## src/pkg/apm_pkg.sv

```systemverilog
package apm_pkg;
  // Power-mode field encodings, high bit first
  localparam logic [1:0] APM_MODE_PIN   = 2'h0;
  localparam logic [1:0] APM_MODE_UP    = 2'h1;
  localparam logic [1:0] APM_MODE_FULL  = 2'h2;
  localparam logic [1:0] APM_MODE_PART  = 2'h3;
  localparam logic [1:0] APM_MODE_RESET = 2'h0;
  localparam int         APM_MODE_HI    = 1;
  localparam int         APM_MODE_LO    = 0;

  // Clock and wake timing
  localparam int CLK_MHZ        = 10;
  localparam int WAKE_NS        = 5000;
  localparam int WAKE_CYC       = (WAKE_NS * CLK_MHZ + 999) / 1000;
  // Host start-low time; margin covers the device's pin sync and edge detect
  localparam int START_LOW_CYC  = WAKE_CYC + 4;
  localparam int CONV_NS        = 4600;
  localparam int CONV_CYC       = (CONV_NS * CLK_MHZ + 999) / 1000;
  localparam int CAL_US         = 32000;
  localparam int CAL_CYC        = CAL_US * CLK_MHZ;
  localparam int CNT_W          = 20;
  localparam logic [CNT_W-1:0] CNT_ZERO = 20'h00000;

  // Power states
  typedef enum logic [3:0] {
    APM_ST_NORMAL  = 4'b0001,
    APM_ST_FULL_PD = 4'b0010,
    APM_ST_PART_PD = 4'b0100,
    APM_ST_WAKING  = 4'b1000
  } apm_pwr_t;
endpackage

```

## src/pkg/apm_if.sv

```systemverilog
`timescale 1ns/1ps
interface apm_if;
  logic       conversion_start_n;
  logic       calibrate_n;
  logic       standby_n;
  logic       wr_valid;
  logic [1:0] wr_mode;
  logic       wr_start_conv;
  logic       wr_calibrate;
  logic       busy;
  logic [3:0] power_state;

  modport dev (
    input  conversion_start_n, calibrate_n, standby_n,
    input  wr_valid, wr_mode, wr_start_conv, wr_calibrate,
    output busy, power_state
  );
  modport host (
    output conversion_start_n, calibrate_n, standby_n,
    output wr_valid, wr_mode, wr_start_conv, wr_calibrate,
    input  busy, power_state
  );
endinterface

```

## src/apm_device.sv

```systemverilog
`timescale 1ns/1ps
// Contract
// Mode 00, standby low: power down when idle
// Mode 00, standby high: always normal
// Mode 01: normal regardless of standby
// Mode 10: full power-down always
// Mode 11: partial power-down when not converting
// Between-conversions: power down when busy falls
// Start falling edge wakes, ready after 5 us
// Host holds start low 5 us on wake
// Host writes power-up before software conversion; host code sends power-up in the conversion write itself
// No automatic partial power-down after calibration
// Host three writes for partial-mode calibration
// Standby ignored during power-up autocalibration
// Calibrate high at power-up skips autocalibration
// Host idles about 32 ms after power-up
// Host delays self-calibration by power-up time
// Host uses partial power-down for long sleeps
// Calibration raises busy until it completes
// Mode write takes effect at write completion
module apm_device
  import apm_pkg::*;
(
  input  wire logic sys_clk,
  input  wire logic rst,
  input  wire logic clk_en,
  apm_if.dev        bus
);
  import apm_pkg::*;

  logic [1:0] start_s_q, cal_s_q, stby_s_q;
  logic       start_d1_q, cal_d1_q;
  logic [1:0] mode_q;
  apm_pwr_t   st_q, st_d;
  logic       conv_q, cal_q, autocal_q, first_q;
  logic [CNT_W-1:0] cnt_q;

  // Pins pass two flops before logic reads them, except the calibrate strap read raw on the first cycle
  always_ff @(posedge sys_clk) begin
    if (rst) begin
      start_s_q <= 2'h3;
      cal_s_q   <= 2'h3;
      stby_s_q  <= 2'h0;
    end else if (clk_en) begin
      start_s_q <= {start_s_q[0], bus.conversion_start_n};
      cal_s_q   <= {cal_s_q[0], bus.calibrate_n};
      stby_s_q  <= {stby_s_q[0], bus.standby_n};
    end
  end

  wire start_fall = start_d1_q & ~start_s_q[1];
  wire start_rise = ~start_d1_q & start_s_q[1];
  wire cal_rise   = ~cal_d1_q & cal_s_q[1];
  wire stby_high  = stby_s_q[1];
  wire busy_w     = conv_q | cal_q;
  wire cnt_done   = (cnt_q == CNT_ZERO);
  wire sw_cal     = bus.wr_valid & bus.wr_calibrate;
  wire sw_conv    = bus.wr_valid & bus.wr_start_conv;
  wire cal_go     = (cal_rise | sw_cal) & ~busy_w;
  // Conversion starts only when powered; a powered-down part ignores it
  wire conv_go    = (start_rise | sw_conv) & ~busy_w & (st_q == APM_ST_NORMAL);
  // Incoming mode acts on the edge that completes the write
  wire [1:0] mode_d = bus.wr_valid ? bus.wr_mode : mode_q;
  wire pd_between = (mode_d == APM_MODE_PIN) & ~stby_high & ~autocal_q;

  // Target state when idle
  always_comb begin
    st_d = st_q;
    unique case (mode_d)
      APM_MODE_UP:   st_d = APM_ST_NORMAL;
      APM_MODE_FULL: st_d = APM_ST_FULL_PD;
      APM_MODE_PART: st_d = busy_w ? APM_ST_NORMAL : APM_ST_PART_PD;
      APM_MODE_PIN: begin
        if (!pd_between) st_d = APM_ST_NORMAL;
        else if (busy_w) st_d = APM_ST_NORMAL;
        else if (st_q == APM_ST_WAKING) st_d = APM_ST_WAKING;
        else if (start_fall) st_d = APM_ST_WAKING;
        // Stay up only while a start pulse is pending, else sleep
        else if (st_q == APM_ST_NORMAL && (!start_s_q[1] || start_rise))
          st_d = APM_ST_NORMAL;
        else st_d = APM_ST_FULL_PD;
      end
    endcase
    // Leaving power-down by a mode write or pin also needs the wake time
    if (st_d == APM_ST_NORMAL && (st_q == APM_ST_FULL_PD || st_q == APM_ST_PART_PD)
        && !busy_w)
      st_d = APM_ST_WAKING;
    if (st_q == APM_ST_WAKING && st_d == APM_ST_WAKING && cnt_done)
      st_d = APM_ST_NORMAL;
    // A wake by mode or pin still serves the full wake time
    if (st_q == APM_ST_WAKING && st_d == APM_ST_NORMAL && !cnt_done && !busy_w)
      st_d = APM_ST_WAKING;
    // Conversion end in between-conversions mode drops straight to full power-down
    if (pd_between && conv_q && cnt_done) st_d = APM_ST_FULL_PD;
  end

  // Mode register; updated as the write completes
  always_ff @(posedge sys_clk) begin
    if (rst) mode_q <= APM_MODE_RESET;
    else if (clk_en && bus.wr_valid) mode_q <= bus.wr_mode;
  end

  // Calibrate strap caught on the first enabled cycle after reset
  always_ff @(posedge sys_clk) begin
    if (rst) begin
      first_q   <= 1'b1;
      autocal_q <= 1'b0;
      cal_q     <= 1'b0;
      conv_q    <= 1'b0;
      start_d1_q <= 1'b1;
      cal_d1_q  <= 1'b1;
      cnt_q     <= CNT_ZERO;
      st_q      <= APM_ST_NORMAL;
    end else if (clk_en) begin
      first_q    <= 1'b0;
      start_d1_q <= start_s_q[1];
      cal_d1_q   <= cal_s_q[1];
      st_q       <= st_d;
      if (first_q) begin
        // Calibrate held low means run autocalibration
        autocal_q <= ~bus.calibrate_n;
        cal_q     <= ~bus.calibrate_n;
        cnt_q     <= CNT_W'(CAL_CYC);
      end else if (cal_go) begin
        cal_q <= 1'b1;
        cnt_q <= CNT_W'(CAL_CYC);
      end else if (conv_go) begin
        conv_q <= 1'b1;
        cnt_q  <= CNT_W'(CONV_CYC);
      end else if (st_q != APM_ST_WAKING && st_d == APM_ST_WAKING) begin
        cnt_q <= CNT_W'(WAKE_CYC - 1);
      end else if (!cnt_done) begin
        cnt_q <= cnt_q - 1'b1;
      end else begin
        // Calibration end leaves state as commanded, never auto partial
        cal_q     <= 1'b0;
        autocal_q <= 1'b0;
        conv_q    <= 1'b0;
      end
    end
  end

  assign bus.busy        = busy_w;
  assign bus.power_state = st_q;
endmodule

```

## src/flat_wrapper.sv

```systemverilog
// flat-port wrapper written by rule: the top's interface ports become plain ports
module apm_device_flat import apm_pkg::*;
  (sys_clk, rst, clk_en, bus_conversion_start_n, bus_calibrate_n, bus_standby_n, bus_wr_valid, bus_wr_mode, bus_wr_start_conv, bus_wr_calibrate, bus_busy, bus_power_state);
  apm_if bus_i ();
  input  wire logic sys_clk;
  input  wire logic rst;
  input  wire logic clk_en;
  input wire logic [$bits(bus_i.conversion_start_n)-1:0] bus_conversion_start_n;
  input wire logic [$bits(bus_i.calibrate_n)-1:0] bus_calibrate_n;
  input wire logic [$bits(bus_i.standby_n)-1:0] bus_standby_n;
  input wire logic [$bits(bus_i.wr_valid)-1:0] bus_wr_valid;
  input wire logic [$bits(bus_i.wr_mode)-1:0] bus_wr_mode;
  input wire logic [$bits(bus_i.wr_start_conv)-1:0] bus_wr_start_conv;
  input wire logic [$bits(bus_i.wr_calibrate)-1:0] bus_wr_calibrate;
  output wire logic [$bits(bus_i.busy)-1:0] bus_busy;
  output wire logic [$bits(bus_i.power_state)-1:0] bus_power_state;
  assign bus_i.conversion_start_n = bus_conversion_start_n;
  assign bus_i.calibrate_n = bus_calibrate_n;
  assign bus_i.standby_n = bus_standby_n;
  assign bus_i.wr_valid = bus_wr_valid;
  assign bus_i.wr_mode = bus_wr_mode;
  assign bus_i.wr_start_conv = bus_wr_start_conv;
  assign bus_i.wr_calibrate = bus_wr_calibrate;
  assign bus_busy = bus_i.busy;
  assign bus_power_state = bus_i.power_state;
  apm_device u_core (.sys_clk(sys_clk), .rst(rst), .clk_en(clk_en), .bus(bus_i));
endmodule
```

## config.mk

```make
export PLATFORM = sky130hd
export DESIGN_NAME = apm_device_flat
export DESIGN_NICKNAME = d
export VERILOG_FILES = /design/src/pkg/apm_pkg.sv /design/src/pkg/apm_if.sv /design/src/apm_device.sv /design/src/flat_wrapper.sv
export SDC_FILE = /design/constraint.sdc
export NUM_CORES = 1
export LEC_CHECK = 0
export BUFFER_PORTS_ARGS = -buffer_cell sky130_fd_sc_hd__buf_2
export CAP_MARGIN = 5
export CELL_PAD_IN_SITES_DETAIL_PLACEMENT = 1
export CELL_PAD_IN_SITES_GLOBAL_PLACEMENT = 1
export CORE_ASPECT_RATIO = 1.2
export CORE_MARGIN = 3
export CORE_UTILIZATION = 24
export DETAILED_ROUTE_END_ITERATION = 8
export PLACE_DENSITY_LB_ADDON = 0.1
export SYNTH_ARGS = -nofsm -noshare
export SYNTH_HDL_FRONTEND = slang
export SYNTH_SLANG_ARGS = --single-unit
```

## constraint.sdc

```tcl
create_clock -name sys_clk -period 4.1 [get_ports sys_clk]
set_input_delay 0.41 -clock sys_clk [delete_from_list [all_inputs] [get_ports sys_clk]]
set_output_delay 0.41 -clock sys_clk [all_outputs]
set_load 0.02 [all_outputs]
```

==> flow_summary.ini <==
[cts]
cts_max_level = 2
insertion_delay_ps = 300
postCtsSetupRepairBufs = 0
root_buffer = clkbuf_8
clk_pin_slew_ps = 90
cts_sinks = 38
cts_tree = done
cts_buffer_depth = 2
cts_hold_buf = 0
cts_resized = 0
cts_buffers = 5

[synth]
synth_top_family_by_area = simple AND/OR/NAND/NOR gates
ys_seq_area_share_pct = 35.9
yosys_warnings = 0
synth_compound_area_share_pct = 23.4
synthFlopType = dfxtp_1
synthArstFlopShare_pct = 0
synthAdderAreaFrac_pct = 0.590
synth_edf_count = 0
yosys.area_share.simple_pct = 28.5
synth.cell_area_um2 = 2120
ys_types = 56
synth.avg_cell_area_um2 = 8.25
synth.net_count = 269
synthXorXnorAreaFrac_pct = 1.65
synth.ff_latch_count = 38
synthMuxAreaShare_pct = 6.25
syn_inst = 257

[sta]
tightestPinTransition_ps = 849
fin_crit_ps = 2620
grt_setup_unrepaired = false
setup_viol = 0
fmax_mhz = 382
finalCritPeriodShare_pct = 63.8
slew_headroom_pct = 43.1
clock_skew_ps = 7.95
timing.final.max_slew_violations = 0
setup_tns_ps = 0
hold_violations = 0

[die]
die_h_um = 109
die_w_um = 91.8
rows = 36
io_pins = 16
start_util_pct = 25.3
dieArea_um2 = 10000
core_um2 = 8380

[place]
io_buffers = 15
dpl.hpwl_mm = 4.82
place_congestion = 0.773

[power_and_ir_drop]
finalPower_mw = 1.03
leakagePower_nw = 0.902
ir_worst_vdd_uv = 116
powerDensity_nw_per_um2 = 425

[setup_path]
r2r_start = u_core.cnt_q[0]
required_ps = 4300
crit_buf_inv = 2
cp_top_family = simple AND/OR/NAND/NOR gates
r2r_cells = 9
crit_type = register to register
end_kind = register
startpoint = u_core.cnt_q[0]
cp.depth = 9
startpoint_type = register
r2r_slack_ps = 1480
crit_end = u_core.cnt_q[5]
crit_chain = inv_1, ha_1, nor3b_2, nand3_2, nor4_4, buf_4, nand3_1, and4b_1, o41ai_1
slowest_delay_ps = 450
r2r_end = u_core.cnt_q[5]
cp_max_fo = 10
slowest_stage = nor4_4
arrival_ps = 2820

[status]
outcome = finished, final reports clean

[layout]
postLayoutCoreUtil_pct = 28.9
fin_nets = 282
layout_commonest_cell = dfxtp_1
antenna_cells = 0
most-common-layout-cells = 38 x dfxtp_1, 29 x nand2_1, 26 x nor2_1
syn_to_final_growth_pct = 14.0
drive_gt1_share_pct = 14.8

[route]
drtIter0Drc = 90
vias_per_cell = 5.15
drtPass1Iterations = 4
vias = 1982
wire_per_inst_um = 17.1
detail-route-antenna-nets = 0
drt_wl_total_mm = 6.60
drcViolationCount = 0

[global_routing]
grt_pass1_vias = 2054
grt_use_total_pct = 14.0
overflow = 0
grt_pass1_wl_mm = 11.1
antenna_found_initial = 0
grt_max_degree = 26

[worst_hold_path]
hold_class = primary input to register
min_path_cells = 3

[job]
drv_cap = 0
==> flip-flops by register name, indices dropped and copies added, names as in the netlist <==
register	flops
u_core.mode_q	2
u_core.conv_q	1
u_core.cal_d1_q	1
u_core.stby_s_q	2
u_core.start_d1_q	1
u_core.cal_s_q	2
u_core.autocal_q	1
u_core.cnt_q	20
u_core.bus.power_state	4
u_core.start_s_q	2
u_core.first_q	1
u_core.cal_q	1
==> worst min-delay path by stage <==
stage / startpoint / end / slack [ps]
finish: bus_conversion_start_n / u_core.start_s_q[0] / 320
global placement: u_core.start_s_q[0] / u_core.start_s_q[0] / 460
floorplan: u_core.cnt_q[18] / u_core.cnt_q[18] / 440
CTS: bus_conversion_start_n / u_core.start_s_q[0] / 310
detailed placement: u_core.mode_q[1] / u_core.mode_q[1] / 460
global route: bus_conversion_start_n / u_core.start_s_q[0] / 350
==> where the power goes <==
group          switching (mW)  internal (mW)  total (mW)  leakage (nW)
Sequential             0.0317          0.396       0.428         0.312
Combinational           0.162         0.0970       0.259         0.540
Clock                   0.159          0.181       0.340        0.0504
Total                   0.353          0.675        1.03         0.902
==> layer usage <==
metal	routed length (um)	vias up	global-route usage (%)
li1	-	977	-
met1	2940	980	16.8
met2	3450	20	26.3
met3	138	5	1.93
met4	70	0	3.50
met5	0	-	0
==> logic make-up (layout without fill, tap and decap cells) <==
group           Yosys count  after routing
simple gates            111            111
compound gates           70             70
flops                    38             38
buf+inv                  20             34
mux                      13             13
xor+xnor                  4              4
fa+ha+maj                 1              1
==> worst register-to-register path, stage by stage (launching register included) <==
cell     delay [ps]
dfxtp_1         350
inv_1            70
ha_1            170
nor3b_2         340
nand3_2         190
nor4_4          450
buf_4           270
nand3_1         160
and4b_1         260
o41ai_1         270
==> through the flow <==
stage / std cells / cell area [um^2] / setup WS (ps) / hold slack (ps)
3_3_place_gp: 377 / 2300 / 1290 / 459
4_1_cts: 385 / 2420 / 1450 / 313
6_report: 385 / 2420 / 1480 / 320
5_1_grt: 385 / 2420 / 1190 / 346
3_5_place_dp: 377 / 2300 / 1310 / 465
2_1_floorplan: 257 / 2120 / 1870 / 436
==> Yosys cell counts (3+ instances only) <==
| cell type | count | area, um^2 |
|---|---|---|
| mux2i_1 | 11 | 110 |
| inv_1 | 9 | 33.8 |
| or3_1 | 4 | 25.0 |
| a211oi_1 | 4 | 30.0 |
| a21oi_1 | 23 | 115 |
| clkbuf_1 | 9 | 33.8 |
| dfxtp_1 | 38 | 761 |
| nand2_1 | 29 | 109 |
| a22o_1 | 3 | 26.3 |
| a311oi_1 | 5 | 43.8 |
| or4_1 | 4 | 30.0 |
| nand3_1 | 12 | 60.1 |
| xnor2_1 | 3 | 26.3 |
| or2_2 | 3 | 18.8 |
| o21ai_0 | 14 | 70.1 |
| nor2_1 | 26 | 97.6 |
| nor3_1 | 9 | 45.0 |
| or4b_1 | 4 | 40.0 |
==> cell type report <==
class | instances | area (um^2)
repair buffers | 16 | 82.6
flip-flops and latches | 38 | 761
fillers | 1050 | 5960
well taps | 114 | 143
multi-input cells | 199 | 1280
clock inverters | 3 | 45.0
inverters | 10 | 37.5
clock buffers | 5 | 68.8
Note: power is estimated with default switching activity, not from simulation.
